$ cat src/design/rmsr_pkg.sv
/*
  Constants for the radio measurement and status register slice: register
  indices, field positions, values after reset, mode codes and timing.
  Assumes a 200 MHz register clock and a 32-bit AHB-Lite word per register.
*/
package rmsr_pkg;
  // Register indices; byte address is four times the index
  localparam logic [7:0] IDX_MODE = 8'h01;
  localparam logic [7:0] IDX_AFC_CTRL = 8'h1e;
  localparam logic [7:0] IDX_AFC_HI = 8'h1f;
  localparam logic [7:0] IDX_AFC_LO = 8'h20;
  localparam logic [7:0] IDX_FEI_HI = 8'h21;
  localparam logic [7:0] IDX_FEI_LO = 8'h22;
  localparam logic [7:0] IDX_LVL_CTRL = 8'h23;
  localparam logic [7:0] IDX_LVL_VALUE = 8'h24;
  localparam logic [7:0] IDX_ROUTE_A = 8'h25;
  localparam logic [7:0] IDX_ROUTE_B = 8'h26;
  localparam logic [7:0] IDX_FLAGS_A = 8'h27;
  localparam logic [7:0] IDX_THRESH = 8'h29;
  localparam logic [7:0] IDX_TO_START = 8'h2a;
  localparam logic [7:0] IDX_TO_POST = 8'h2b;

  // Field positions
  localparam int MODE_LSB = 2;
  localparam int FEI_DONE_BIT = 6;
  localparam int FEI_TRIG_BIT = 5;
  localparam int AFC_DONE_BIT = 4;
  localparam int AFC_TRIG_BIT = 0;
  localparam int LVL_DONE_BIT = 1;
  localparam int LVL_TRIG_BIT = 0;
  localparam int FLG_MODE_BIT = 7;
  localparam int FLG_RXRDY_BIT = 6;
  localparam int FLG_TXRDY_BIT = 5;
  localparam int FLG_LOCK_BIT = 4;
  localparam int FLG_LVL_BIT = 3;
  localparam int FLG_TO_BIT = 2;
  localparam int FLG_AUTO_BIT = 1;
  localparam int FLG_SYNC_BIT = 0;

  // Values after reset
  localparam logic [7:0] LVL_VALUE_RST = 8'hff;
  localparam logic [7:0] THRESH_RST = 8'he4;
  localparam logic [7:0] TO_RST = 8'h00;
  localparam logic [7:0] ROUTE_RST = 8'h00;
  localparam logic [15:0] MEAS_RST = 16'h0000;
  localparam logic [2:0] CLK_SEL_RST = 3'b111;

  // Clock-output select codes
  localparam logic [2:0] CLK_SEL_MAX_DIV = 3'b101;
  localparam logic [2:0] CLK_SEL_RC = 3'b110;
  localparam logic [2:0] CLK_SEL_OFF = 3'b111;

  typedef enum logic [2:0] {
    RMSR_SLEEP = 3'b000,
    RMSR_STANDBY = 3'b001,
    RMSR_SYNTH = 3'b010,
    RMSR_TX = 3'b011,
    RMSR_RX = 3'b100
  } rmsr_mode_t;

  // Timing
  localparam int CLK_PERIOD_PS = 5000;
  localparam int BIT_TIME_PS = 208333000;
  localparam int BIT_CYCLES_DEF = BIT_TIME_PS / CLK_PERIOD_PS;
  localparam int TO_BITS_SHIFT = 4;
endpackage

$ cat src/design/rmsr_clk_if.sv
/*
  Carrier between the register slice and its clock-output divider.
  Assumes both ends share the register clock.
*/
`timescale 1ns/100ps
`default_nettype none
interface rmsr_clk_if;
  logic [2:0] sel;
  logic rc_osc;
  logic clk_out;
  logic rc_en;
  modport ctrl(output sel, output rc_osc, input clk_out, input rc_en);
  modport div(input sel, input rc_osc, output clk_out, output rc_en);
endinterface
`default_nettype wire

$ cat src/design/rmsr_clk_div.sv
/*
  Clock-output divider: divides the reference by a power of two, passes the
  RC oscillator through, or holds the pin low.
  Assumes the reference is the register clock, so ratio 1 appears at half
  the clock rate (one toggle per cycle) and each code halves from there.
*/
`timescale 1ns/100ps
`default_nettype none
module rmsr_clk_div
  import rmsr_pkg::*;
(
  // Clock and control
  input wire logic clk_in,
  input wire logic reset_in,
  input wire logic ce_in,
  // Select and clock output
  rmsr_clk_if.div cif
);
  logic [4:0] div_cnt;

  function automatic logic [4:0] div_mask(input logic [2:0] sel);
    div_mask = 5'((6'h01 << sel) - 6'h01);
  endfunction

  wire div_sel = (cif.sel <= CLK_SEL_MAX_DIV);
  wire div_tick = ((div_cnt & div_mask(cif.sel)) == div_mask(cif.sel));

  always_ff @(posedge clk_in) begin
    if (reset_in) begin
      div_cnt <= 5'h00;
      cif.clk_out <= 1'b0;
      cif.rc_en <= 1'b0;
    end else if (ce_in) begin
      div_cnt <= div_cnt + 5'h01;
      cif.rc_en <= (cif.sel == CLK_SEL_RC);
      if (cif.sel == CLK_SEL_RC) begin
        cif.clk_out <= cif.rc_osc;
      end else if (!div_sel) begin
        cif.clk_out <= 1'b0;
      end else if (div_tick) begin
        cif.clk_out <= ~cif.clk_out;
      end
    end
  end
endmodule
`default_nettype wire

$ cat src/design/rmsr_regs.sv
/*
  Radio measurement and status register slice behind an AHB-Lite slave:
  frequency correction and error results, level measurement, pin routing,
  clock-output select and the first event flag register.
  Assumes the radio core inputs are synchronous to clk_in and that
  measurement results arrive with a one-cycle valid strobe.
*/
// The implementer's own choice: register access over AHB-Lite.
`timescale 1ns/100ps
`default_nettype none
module rmsr_regs
  import rmsr_pkg::*;
#(
  parameter int BIT_CYCLES = BIT_CYCLES_DEF
) (
  // Clock, reset, enable
  input wire logic clk_in,
  input wire logic reset_in,
  input wire logic ce_in,
  // AHB-Lite slave
  input wire logic hsel_in,
  input wire logic [31:0] haddr_in,
  input wire logic [1:0] htrans_in,
  input wire logic hwrite_in,
  input wire logic [2:0] hsize_in,
  input wire logic [31:0] hwdata_in,
  input wire logic hready_in,
  output logic [31:0] hrdata_out,
  output logic hreadyout_out,
  output logic hresp_out,
  // Radio core status
  input wire logic xo_running_in,
  input wire logic pll_locked_in,
  input wire logic pa_ramp_done_in,
  input wire logic agc_done_in,
  input wire logic inter_mode_in,
  input wire logic packet_mode_in,
  input wire logic sync_detect_in,
  input wire logic fifo_empty_in,
  input wire logic payload_ready_in,
  input wire logic rc_osc_in,
  // Measurement results
  input wire logic [7:0] lvl_sample_in,
  input wire logic lvl_sample_valid_in,
  input wire logic [15:0] afc_result_in,
  input wire logic afc_result_valid_in,
  input wire logic [15:0] fei_result_in,
  input wire logic fei_result_valid_in,
  // Commands to the radio core
  output logic [2:0] mode_out,
  output logic afc_start_out,
  output logic fei_start_out,
  output logic lvl_start_out,
  // Pins
  output logic [5:0] gp_out_pin_out,
  output logic clock_out_pin_out,
  output logic rc_osc_enable_out
);
  rmsr_clk_if cif();

  rmsr_clk_div u_div (
    .clk_in(clk_in),
    .reset_in(reset_in),
    .ce_in(ce_in),
    .cif(cif)
  );

  // Register state
  rmsr_mode_t mode;
  logic [15:0] freq_corr_result;
  logic [15:0] freq_error_result;
  logic afc_done;
  logic fei_done;
  logic level_meas_done;
  logic [7:0] level_meas_value;
  logic [7:0] level_trip_point;
  logic [7:0] rx_start_timeout;
  logic [7:0] post_level_timeout;
  logic [7:0] pin_route_sel_a;
  logic [3:0] pin_route_sel_b;
  logic mode_usable_flag;
  logic receive_usable_flag;
  logic transmit_usable_flag;
  logic synth_locked_flag;
  logic level_flag;
  logic timeout_flag;
  logic intermediate_mode_flag;
  logic sync_matched_flag;
  logic rx_lvl_started;
  logic fifo_empty_prev;
  // Bus data phase
  logic dp_wr;
  logic [7:0] dp_idx;
  logic [7:0] next_rdata;
  // Timers
  logic [15:0] bit_cnt;
  logic [11:0] start_cnt;
  logic start_run;
  logic [11:0] post_cnt;
  logic post_run;

  function automatic logic route_src(input logic [1:0] sel,
                                     input logic [3:0] src);
    route_src = src[sel];
  endfunction

  // Address decode
  wire addr_ok = (haddr_in[31:10] == 22'h000000) && (haddr_in[1:0] == 2'b00);
  wire take = hsel_in && htrans_in[1] && hready_in;
  wire [7:0] a_idx = addr_ok ? haddr_in[9:2] : 8'h00;
  wire [7:0] wd = hwdata_in[7:0];
  wire wr_mode = dp_wr && (dp_idx == IDX_MODE);
  wire wr_afc = dp_wr && (dp_idx == IDX_AFC_CTRL);
  wire wr_lvl = dp_wr && (dp_idx == IDX_LVL_CTRL);
  wire wr_route_a = dp_wr && (dp_idx == IDX_ROUTE_A);
  wire wr_route_b = dp_wr && (dp_idx == IDX_ROUTE_B);
  wire wr_flags = dp_wr && (dp_idx == IDX_FLAGS_A);
  wire wr_thresh = dp_wr && (dp_idx == IDX_THRESH);
  wire wr_to_start = dp_wr && (dp_idx == IDX_TO_START);
  wire wr_to_post = dp_wr && (dp_idx == IDX_TO_POST);

  // Mode tracking
  wire [2:0] wr_mode_code = wd[MODE_LSB +: 3];
  wire mode_code_ok = (wr_mode_code <= RMSR_RX);
  wire mode_chg = wr_mode && mode_code_ok && (wr_mode_code != mode);
  wire in_rx = (mode == RMSR_RX);
  wire in_tx = (mode == RMSR_TX);
  wire rx_entry = mode_chg && (wr_mode_code == RMSR_RX);
  wire rx_leave = mode_chg && in_rx;
  wire synth_on = (mode == RMSR_SYNTH) || in_rx || in_tx;

  // Triggers
  wire afc_go = wr_afc && wd[AFC_TRIG_BIT];
  wire fei_go = wr_afc && wd[FEI_TRIG_BIT];
  wire lvl_go = (wr_lvl && wd[LVL_TRIG_BIT]) || rx_entry;

  // Flag causes
  logic mode_ready_cond;
  always_comb begin
    case (mode)
      RMSR_SLEEP: mode_ready_cond = 1'b1;
      RMSR_STANDBY: mode_ready_cond = xo_running_in;
      RMSR_SYNTH: mode_ready_cond = pll_locked_in;
      RMSR_TX: mode_ready_cond = pa_ramp_done_in;
      RMSR_RX: mode_ready_cond = rx_lvl_started;
      default: mode_ready_cond = 1'b0;
    endcase
  end
  wire lvl_above = in_rx && level_meas_done &&
                   (level_meas_value > level_trip_point);
  wire lvl_event = lvl_above && !level_flag;
  wire fifo_emptied = fifo_empty_in && !fifo_empty_prev;
  wire bit_tick = (bit_cnt == 16'(BIT_CYCLES - 1));
  wire start_fire = start_run && bit_tick &&
                    (start_cnt + 12'h001 ==
                     {rx_start_timeout, 4'h0});
  wire post_fire = post_run && bit_tick &&
                   (post_cnt + 12'h001 == {post_level_timeout, 4'h0});
  wire sync_w1c = wr_flags && wd[FLG_SYNC_BIT] && !packet_mode_in;

  // Bus slave: zero wait states, always OKAY
  always_ff @(posedge clk_in) begin
    if (reset_in) begin
      dp_wr <= 1'b0;
      dp_idx <= 8'h00;
      hrdata_out <= 32'h00000000;
      hreadyout_out <= 1'b1;
      hresp_out <= 1'b0;
    end else if (ce_in) begin
      dp_wr <= take && hwrite_in;
      dp_idx <= a_idx;
      if (take && !hwrite_in) begin
        hrdata_out <= {24'h000000, next_rdata};
      end
    end
  end

  // Read selection; unused bits and unmapped indices read zero
  always_comb begin
    case (a_idx)
      IDX_MODE: next_rdata = {3'b000, mode, 2'b00};
      IDX_AFC_CTRL: next_rdata = {1'b0, fei_done, 1'b0, afc_done,
                                  4'h0};
      IDX_AFC_HI: next_rdata = freq_corr_result[15:8];
      IDX_AFC_LO: next_rdata = freq_corr_result[7:0];
      IDX_FEI_HI: next_rdata = freq_error_result[15:8];
      IDX_FEI_LO: next_rdata = freq_error_result[7:0];
      IDX_LVL_CTRL: next_rdata = {6'h00, level_meas_done,
                                  1'b0};
      IDX_LVL_VALUE: next_rdata = level_meas_value;
      IDX_ROUTE_A: next_rdata = pin_route_sel_a;
      IDX_ROUTE_B: next_rdata = {pin_route_sel_b, 1'b0, cif.sel};
      IDX_FLAGS_A: next_rdata = {mode_usable_flag, receive_usable_flag,
                                 transmit_usable_flag, synth_locked_flag,
                                 level_flag, timeout_flag,
                                 intermediate_mode_flag, sync_matched_flag};
      IDX_THRESH: next_rdata = level_trip_point;
      IDX_TO_START: next_rdata = rx_start_timeout;
      IDX_TO_POST: next_rdata = post_level_timeout;
      default: next_rdata = 8'h00;
    endcase
  end

  // Writable settings
  always_ff @(posedge clk_in) begin
    if (reset_in) begin
      mode <= RMSR_STANDBY;
      pin_route_sel_a <= ROUTE_RST;
      pin_route_sel_b <= ROUTE_RST[3:0];
      cif.sel <= CLK_SEL_RST;
      level_trip_point <= THRESH_RST;
      rx_start_timeout <= TO_RST;
      post_level_timeout <= TO_RST;
    end else if (ce_in) begin
      if (mode_chg) begin
        mode <= rmsr_mode_t'(wr_mode_code);
      end
      if (wr_route_a) begin
        pin_route_sel_a <= wd;
      end
      if (wr_route_b) begin
        pin_route_sel_b <= wd[7:4];
        cif.sel <= wd[2:0];
      end
      if (wr_thresh) begin
        level_trip_point <= wd;
      end
      if (wr_to_start) begin
        rx_start_timeout <= wd;
      end
      if (wr_to_post) begin
        post_level_timeout <= wd;
      end
    end
  end

  // Measurements; result registers are never written by the bus
  always_ff @(posedge clk_in) begin
    if (reset_in) begin
      freq_corr_result <= MEAS_RST;
      freq_error_result <= MEAS_RST;
      afc_done <= 1'b1;
      fei_done <= 1'b1;
      level_meas_done <= 1'b1;
      level_meas_value <= LVL_VALUE_RST;
      afc_start_out <= 1'b0;
      fei_start_out <= 1'b0;
      lvl_start_out <= 1'b0;
    end else if (ce_in) begin
      afc_start_out <= afc_go;
      fei_start_out <= fei_go;
      lvl_start_out <= lvl_go;
      if (afc_go) begin
        afc_done <= 1'b0;
      end else if (afc_result_valid_in) begin
        afc_done <= 1'b1;
        freq_corr_result <= afc_result_in;
      end
      if (fei_go) begin
        fei_done <= 1'b0;
      end else if (fei_result_valid_in) begin
        fei_done <= 1'b1;
        freq_error_result <= fei_result_in;
      end
      if (lvl_go) begin
        level_meas_done <= 1'b0;
      end else if (lvl_sample_valid_in) begin
        level_meas_done <= 1'b1;
        level_meas_value <= lvl_sample_in;
      end
    end
  end

  // Event flags; a set beats a same-cycle clear, except that a mode change beats the mode, level and sync sets
  always_ff @(posedge clk_in) begin
    if (reset_in) begin
      mode_usable_flag <= 1'b1;
      receive_usable_flag <= 1'b0;
      transmit_usable_flag <= 1'b0;
      synth_locked_flag <= 1'b0;
      level_flag <= 1'b0;
      timeout_flag <= 1'b0;
      intermediate_mode_flag <= 1'b0;
      sync_matched_flag <= 1'b0;
      rx_lvl_started <= 1'b0;
      fifo_empty_prev <= 1'b1;
    end else if (ce_in) begin
      fifo_empty_prev <= fifo_empty_in;
      rx_lvl_started <= in_rx && !rx_leave &&
                        (rx_lvl_started || lvl_start_out);
      if (mode_chg) begin
        mode_usable_flag <= 1'b0;
      end else if (mode_ready_cond) begin
        mode_usable_flag <= 1'b1;
      end
      receive_usable_flag <= in_rx && !rx_leave && rx_lvl_started &&
                             level_meas_done && agc_done_in &&
                             afc_done;
      transmit_usable_flag <= in_tx && !mode_chg &&
                              pa_ramp_done_in;
      synth_locked_flag <= synth_on && pll_locked_in;
      intermediate_mode_flag <= inter_mode_in;
      if (lvl_above && !rx_leave) begin
        level_flag <= 1'b1;
      end else if (rx_leave || (wr_flags && wd[FLG_LVL_BIT])) begin
        level_flag <= 1'b0;
      end
      if (start_fire || post_fire) begin
        timeout_flag <= 1'b1;
      end else if (rx_leave || fifo_emptied) begin
        timeout_flag <= 1'b0;
      end
      if (sync_detect_in && in_rx && !rx_leave) begin
        sync_matched_flag <= 1'b1;
      end else if (rx_leave || fifo_emptied || sync_w1c) begin
        sync_matched_flag <= 1'b0;
      end
    end
  end

  // Receive timeouts; bit periods restart on receive entry
  always_ff @(posedge clk_in) begin
    if (reset_in) begin
      bit_cnt <= 16'h0000;
      start_cnt <= 12'h000;
      start_run <= 1'b0;
      post_cnt <= 12'h000;
      post_run <= 1'b0;
    end else if (ce_in) begin
      bit_cnt <= (rx_entry || bit_tick) ? 16'h0000 : bit_cnt + 16'h0001;
      if (rx_entry) begin
        start_run <= (rx_start_timeout != TO_RST);
        start_cnt <= 12'h000;
      end else if (!in_rx || lvl_event || level_flag || start_fire) begin
        start_run <= 1'b0;
      end else if (start_run && bit_tick) begin
        start_cnt <= start_cnt + 12'h001;
      end
      if (lvl_event && !rx_leave) begin
        post_run <= (post_level_timeout != TO_RST);
        post_cnt <= 12'h000;
      end else if (!in_rx || rx_leave || payload_ready_in || post_fire) begin
        post_run <= 1'b0;
      end else if (post_run && bit_tick) begin
        post_cnt <= post_cnt + 12'h001;
      end
    end
  end

  // Pin routing: 00 sync, 01 level, 10 timeout, 11 mode usable
  wire [3:0] route_srcs = {mode_usable_flag, timeout_flag, level_flag,
                           sync_matched_flag};
  wire [11:0] pin_sels = {pin_route_sel_b, pin_route_sel_a};
  wire [5:0] next_gp = {route_src(pin_sels[7:6], route_srcs),
                        route_src(pin_sels[5:4], route_srcs),
                        route_src(pin_sels[1:0], route_srcs),
                        route_src(pin_sels[3:2], route_srcs),
                        route_src(pin_sels[5:4], route_srcs),
                        route_src(pin_sels[7:6], route_srcs)};

  always_ff @(posedge clk_in) begin
    if (reset_in) begin
      gp_out_pin_out <= 6'h00;
      mode_out <= RMSR_STANDBY;
    end else if (ce_in) begin
      gp_out_pin_out <= {route_src(pin_sels[9:8], route_srcs),
                         route_src(pin_sels[11:10], route_srcs),
                         next_gp[3], next_gp[2],
                         next_gp[4], next_gp[5]};
      mode_out <= mode;
    end
  end

  assign cif.rc_osc = rc_osc_in;
  assign clock_out_pin_out = cif.clk_out;
  assign rc_osc_enable_out = cif.rc_en;
endmodule
`default_nettype wire

$ cat config.mk
export PLATFORM = sky130hd
export DESIGN_NAME = rmsr_regs
export DESIGN_NICKNAME = d
export VERILOG_FILES = /design/src/design/rmsr_pkg.sv /design/src/design/rmsr_clk_if.sv /design/src/design/rmsr_clk_div.sv /design/src/design/rmsr_regs.sv
export SDC_FILE = /design/constraint.sdc
export NUM_CORES = 1
export LEC_CHECK = 0
export BUFFER_PORTS_ARGS = -buffer_cell sky130_fd_sc_hd__buf_2
export CAP_MARGIN = 30
export CORE_UTILIZATION = 52
export CTS_BUF_LIST = sky130_fd_sc_hd__clkbuf_8
export CTS_CLUSTER_SIZE = 14
export DETAILED_ROUTE_END_ITERATION = 12
export GPL_TIMING_DRIVEN = 0
export PLACE_DENSITY = 0.86
export SKIP_CTS_REPAIR_TIMING = 1
export SKIP_LAST_GASP = 1
export SLEW_MARGIN = 20
export SYNTH_ARGS = -nofsm -noshare
export SYNTH_HDL_FRONTEND = slang
export SYNTH_SLANG_ARGS = --single-unit
$ cat constraint.sdc
create_clock -name clk_in -period 2.7 [get_ports clk_in]
set_input_delay 0.27 -clock clk_in [delete_from_list [all_inputs] [get_ports clk_in]]
set_output_delay 0.27 -clock clk_in [all_outputs]
set_load 0.05 [all_outputs]
# After elaboration in Yosys (flattened, before gate mapping)
# Index checks and enable logic that the tools add are counted.
# word_totals
regBits	173
in_bits	128
output_inout_bits	48
wordCells	244
# op_classes
addsub	5
order_cmp	9
n_eq_ne	37
n_shift	1
muxes	43
bitwise	5
reduce_logical	105
# ops
cell	count
== test 8 x 6 -> 1 bit (second input constant)	18
case mux 8 bit (14 select lines)	1
two-way mux 12 bit	6
logical AND 1 bit	45
AND reduction 2 bit	17
two-way mux 1 bit	27
adder 12 x 1 -> 12 bit (second input constant)	2
== test 12 bit	2
== test 8 x 5 -> 1 bit (second input constant)	3
logical NOT 22 bit	1
nonzero test 2 bit	11
< comparator 2 x 3 -> 1 bit (second input constant)	6
adder 16 x 1 -> 16 bit (second input constant)	1
== test 16 bit (second input constant)	1
== test 8 x 1 -> 1 bit (second input constant)	2
two-way mux 16 bit	1
nonzero test 8 bit	2
logical OR 1 bit	15
AND reduction 3 bit	5
binary-select mux 1 bit (select 2 bit)	6
== test 3 bit (second input constant)	3
> comparator 8 bit	1
two-way mux 8 bit	1
logical NOT 1 bit	7
15 further kinds	21

# Longest topological paths before layout
# depth
word_depth	11
depth_mapped	11
mapped_depth_nobuf	10

# Modules after synthesis
# Synthesis repeated with hierarchy kept, for this count alone.
# unflattened
cells_unflattened	1099
area_unflattened_um2	9496.6
# modules_own_cells
module	instances	cells_each	area_per_inst_um2	seq_area_each_um2
rmsr_regs	1	1052	9086.2	3323.2
rmsr_clk_div	1	47	410.4	140.1

# Worst setup path before layout
# No wires, ideal clock.
# synth_timing
kind	register -> register
from	register start_cnt[0]
to	register start_cnt[11]
setup_time_ps	116
t_arrival_ps	2475
required_time_ps	2584
slack_ps	109
path_stages_with_launch	10
n_path_buf	1
period_less_slack_ps	2591
path_cell_list	dfxtp_1 > ha_1 > and4_1 > clkbuf_1 > a21oi_1 > o32a_1 > or4b_1 > o211ai_1 > a21oi_1 > a31o_2
# synth_via
elab_chain_cells	6
elab_cells_between_ends	9
cone_classes	add/sub: 1; eq/ne: 2; mux: 3; reduce/logical: 3
# synth_lines
item	line	rtl
start: declaration	rmsr_regs.sv:97	logic [11:0] start_cnt;
start signal: assignment	rmsr_regs.sv:337	start_cnt <= start_cnt + 12'h001;
adder 12 x 1 -> 12 bit *	rmsr_regs.sv:155, rmsr_regs.sv:337	
== test 12 bit	rmsr_regs.sv:155	(start_cnt + 12'h001 ==
logical AND 1 bit	rmsr_regs.sv:154	wire start_fire = start_run && bit_tick &&
logical OR 1 bit	rmsr_regs.sv:334	end else if (!in_rx || lvl_event || level_flag || start_fire) begin
!= test 2 bit (no line)	--	
AND reduction 3 bit (no line)	--	
# Every way passes the cells marked *; elsewhere a longest branch is shown, timed or not. The select of a mux whose other input is x is not followed.
# A chain may end at the register's enable or synchronous reset.

# Final worst setup path
# layout_timing
from	register bit_cnt[10]
to	register start_cnt[7]
# layout_via
elab_chain_cells	6
elab_cells_between_ends	7
cone_classes	eq/ne: 2; reduce/logical: 5
# layout_lines
item	line	rtl
start: declaration	rmsr_regs.sv:96	logic [15:0] bit_cnt;
start signal: assignment	rmsr_regs.sv:330	bit_cnt <= (rx_entry || bit_tick) ? 16'h0000 : bit_cnt + 16'h0001;
== test 16 bit *	rmsr_regs.sv:153	wire bit_tick = (bit_cnt == 16'(BIT_CYCLES - 1));
logical AND 1 bit *	rmsr_regs.sv:154, rmsr_regs.sv:336	
logical AND 1 bit	rmsr_regs.sv:154	
logical OR 1 bit	rmsr_regs.sv:334	
!= test 2 bit (no line)	--	
AND reduction 3 bit (no line) *	--	
# Every way passes the cells marked *; elsewhere a longest branch is shown, timed or not.

==> qor.txt <==
Result of the run -> finished, violations left
Failing checks -> negative hold slack, negative setup slack
WP data arrival -> 3.16 ns
Peak VDD IR -> 0.000459 V
Setup CP Type -> reg -> reg
CTS HTree Levels -> 4
Vias in the first global route -> 8,603
DP Worst Slack -> -0.446 ns
Clk pwr share -> 36.7%
Most frequent CP cell -> or4b_4
CP Max Fanout -> 5
FP Rows -> 49
Clock latency on the worst-skew pair -> 0.49 ns
Final Critical Period -> 2.78 ns
Startpoint types -> register
Fmax -> 360 MHz
Synth top area cells -> dfxtp_1, mux2i_1, nor2_1
# DRC -> 0
Synthesized area -> 0.00950 sq mm
Leading area contributor after synthesis -> dfxtp_1
Hold crit path type -> in -> reg
Critical Path, Cell by Cell -> or4b_4, nor4_4, buf_4, o2111ai_2, or4b_4, o211ai_4, buf_6, o211ai_1, o31ai_1
Routed wire length -> 30.6 mm
Layout area overhead -> 16.5%
Seq pwr share -> 52.2%
CORE AREA -> 0.0180 sq mm
Final hold viol count -> 1
WL per Instance -> 20.0 um
Final Cell Area -> 0.0111 sq mm
Full die area -> 0.0188 sq mm
Number of distinct library cells after synthesis -> 82
Final-stage net count -> 1,433
Fraction of registers with async set/reset -> 0%
Final hold slack -> -0.00645 ns
Most used DFF post-synth -> dfxtp_1
Iteration-0 DRC Markers -> 1,093
Layout cell share with drive strength beyond 1 -> 19.0%
CTS sink count -> 173
Vias/cell -> 6.29
Setup-failing EPs final -> 11
PortBufs -> 113
Die Span X -> 137 um
Setup TNS Final -> -0.396 ns
First-pass GRT wire length -> 45.7 mm
Worst slew pin tran -> 0.952 ns
Mean Syn Cell Area -> 8.46 sq um
Post-synth EDFFs -> 0
Slew Viols, Final -> 0
Critical Path Max Stage Delay -> 0.58 ns
Post-route ant nets -> 0
Synthesis Warnings -> 0
Clock Tree Buf Depth -> 2
Largest net degree at the start of global routing -> 17
Top-area cell type share of the netlist area -> 36.4%
Net Sw Frac -> 29.2%
IO Pins -> 176
PnR worst setup slack -> -0.0802 ns
Final period util -> 103%
RePlAce Congestion -> 0.985
RSZ-0062 raised after global routing -> true
P_sw -> 1.47 mW
DP HPWL -> 22.8 mm
R2r worst-path depth -> 9
Die Y -> 137 um
Clock root cell -> clkbuf_8
CP max stage cell -> or4b_4
Synth Instances -> 1,123
CTS tree -> built
Num CTS Buffers -> 17
First-pass detailed-route iteration total -> 6
Comb power frac -> 11.1%
Slew margin rel. -> 36.3%
GR Overflow Total -> 0
Initial Util -> 52.9%
CP endpoint kind -> register
Antenna violations before repair -> 0
Gr usage total -> 32.4%
Max_cap viols -> 0
Sequential area share after synthesis -> 36.4%
Cell Pwr Density -> 453 mW/mm^2
Worst EP required -> 3.08 ns
Diode count -> 0
Synth Register Bits -> 173
WHS Path Cells -> 3
Routed vias -> 9,635
Final core occ -> 61.6%
Max Clock Skew -> 0.0147 ns
Cell internal pwr -> 3.55 mW
Clk slew on worst S/H paths -> 0.10 ns
Leakage Power -> 4.20 nW
Placed cell area -> 0.0105 sq mm
## power groups by stage
stage	Combinational [mW]	Sequential, mW	Clock, mW
final	0.554	2.62	1.84
after global routing	0.588	2.62	1.95
after CTS	0.530	2.62	1.83
after detailed placement	0.528	2.68	0
after global placement	0.517	2.68	0
after floorplan	0.338	2.67	0
## cells by family after synthesis
family          Yosys count  synth area share, %
simple gates            441                 23.5
compound gates          227                 16.5
flops                   173                 36.4
buf+inv                 120                 5.86
mux                     108                 12.3
xor+xnor                 38                 3.50
fa+ha+maj                14                 1.84
other cells               2               0.0790
## worst max-delay path, delay by kind of cell (launching register included)
kind / cells / cell delay [ns]
AOI/OAI and AO/OA: 4 / 0.56
buffers and inverters: 2 / 0.36
DFF: 1 / 0.33
and+or+nand+nor: 3 / 1.41
## synth_stat cells (6+ instances only)
cell type / n
a211oi_1: 6
a21o_1: 10
a21oi_1: 53
a22o_1: 8
a22oi_1: 12
a31oi_1: 11
and3_1: 21
and4_1: 8
buf_1: 6
buf_4: 27
clkbuf_1: 56
dfxtp_1: 173
ha_1: 14
inv_1: 26
mux2i_1: 99
mux4_2: 7
nand2_1: 95
nand2b_1: 6
nand3_1: 48
nand4_1: 18
nand4b_1: 7
nor2_1: 142
nor2b_1: 10
nor3_1: 18
nor3b_1: 8
nor4_1: 20
o211ai_1: 21
o21ai_0: 36
o22ai_1: 6
o31ai_1: 13
or3_1: 8
xnor2_1: 18
xor2_1: 20
## stage by stage
step	std cells	total power, mW	hold slack (ns)
after floorplan	1147	3.01	0.395
after global placement	1489	3.19	0.448
after detailed placement	1490	3.21	0.463
after CTS	1522	4.98	-0.0183
after global routing	1533	5.16	0.00126
final	1533	5.02	-0.00645
## path summary, 6_finish.rpt
path / startpoint / endpoint / slack, ns
min reg2reg: mode_out[0] / mode_out[0] / 0.48
min: lvl_sample_in[3] / level_meas_value[3] / -0.006
max: bit_cnt[10] / start_cnt[7] / -0.08
max reg2reg: bit_cnt[10] / start_cnt[7] / -0.08
## layer usage
layer / wire [um] / vias up / track usage (%)
met5: 0 / - / 0
met4: 1400 / 0 / 15.7
met3: 3520 / 109 / 7.76
met2: 13700 / 629 / 49.7
met1: 12000 / 4513 / 42.5
li1: - / 4384 / -
## state kept, by name, summed over array words and instances (netlist names), 3 cells and up
signal	flops
freq_error_result	16
start_cnt	12
bit_cnt	16
pin_route_sel_b	4
level_trip_point	8
hrdata_out	8
gp_out_pin_out	6
u_div.div_cnt	5
pin_route_sel_a	8
dp_idx	8
post_cnt	12
level_meas_value	8
mode	3
cif.sel	3
freq_corr_result	16
mode_out	3
rx_start_timeout	8
post_level_timeout	8
## cell type report
type                       instances  area, sq um
timing repair buffer             128          687
inverter                          27          101
tap                              229          287
sequential                       173         3470
multi-input combinational        854         5700
clock buffer                      18          248
buffer                            90          449
fill                            1561         6890
clock inverter                    14          133
## placed cells by master, fill, tap and decap left out, types with 8 or more instances in the layout
cell and instances:
dfxtp_1 167, nor2_1 140, buf_2 117, mux2i_1 99, nand2_1 95, clkbuf_1 52
a21oi_1 52, nand3_1 46, o21ai_0 34, buf_4 34, inv_1 28, conb_1 26
o211ai_1 21, and3_1 21, xor2_1 20, nand4_1 18, xnor2_1 18, nor4_1 18
clkbuf_8 18, nor3_1 14, o31ai_1 13, ha_1 12, a31oi_1 11, a22oi_1 11
nor2b_1 10, a21o_1 10, or3_1 8, a22o_1 8
No activity file was read; power rests on OpenSTA's default activity.
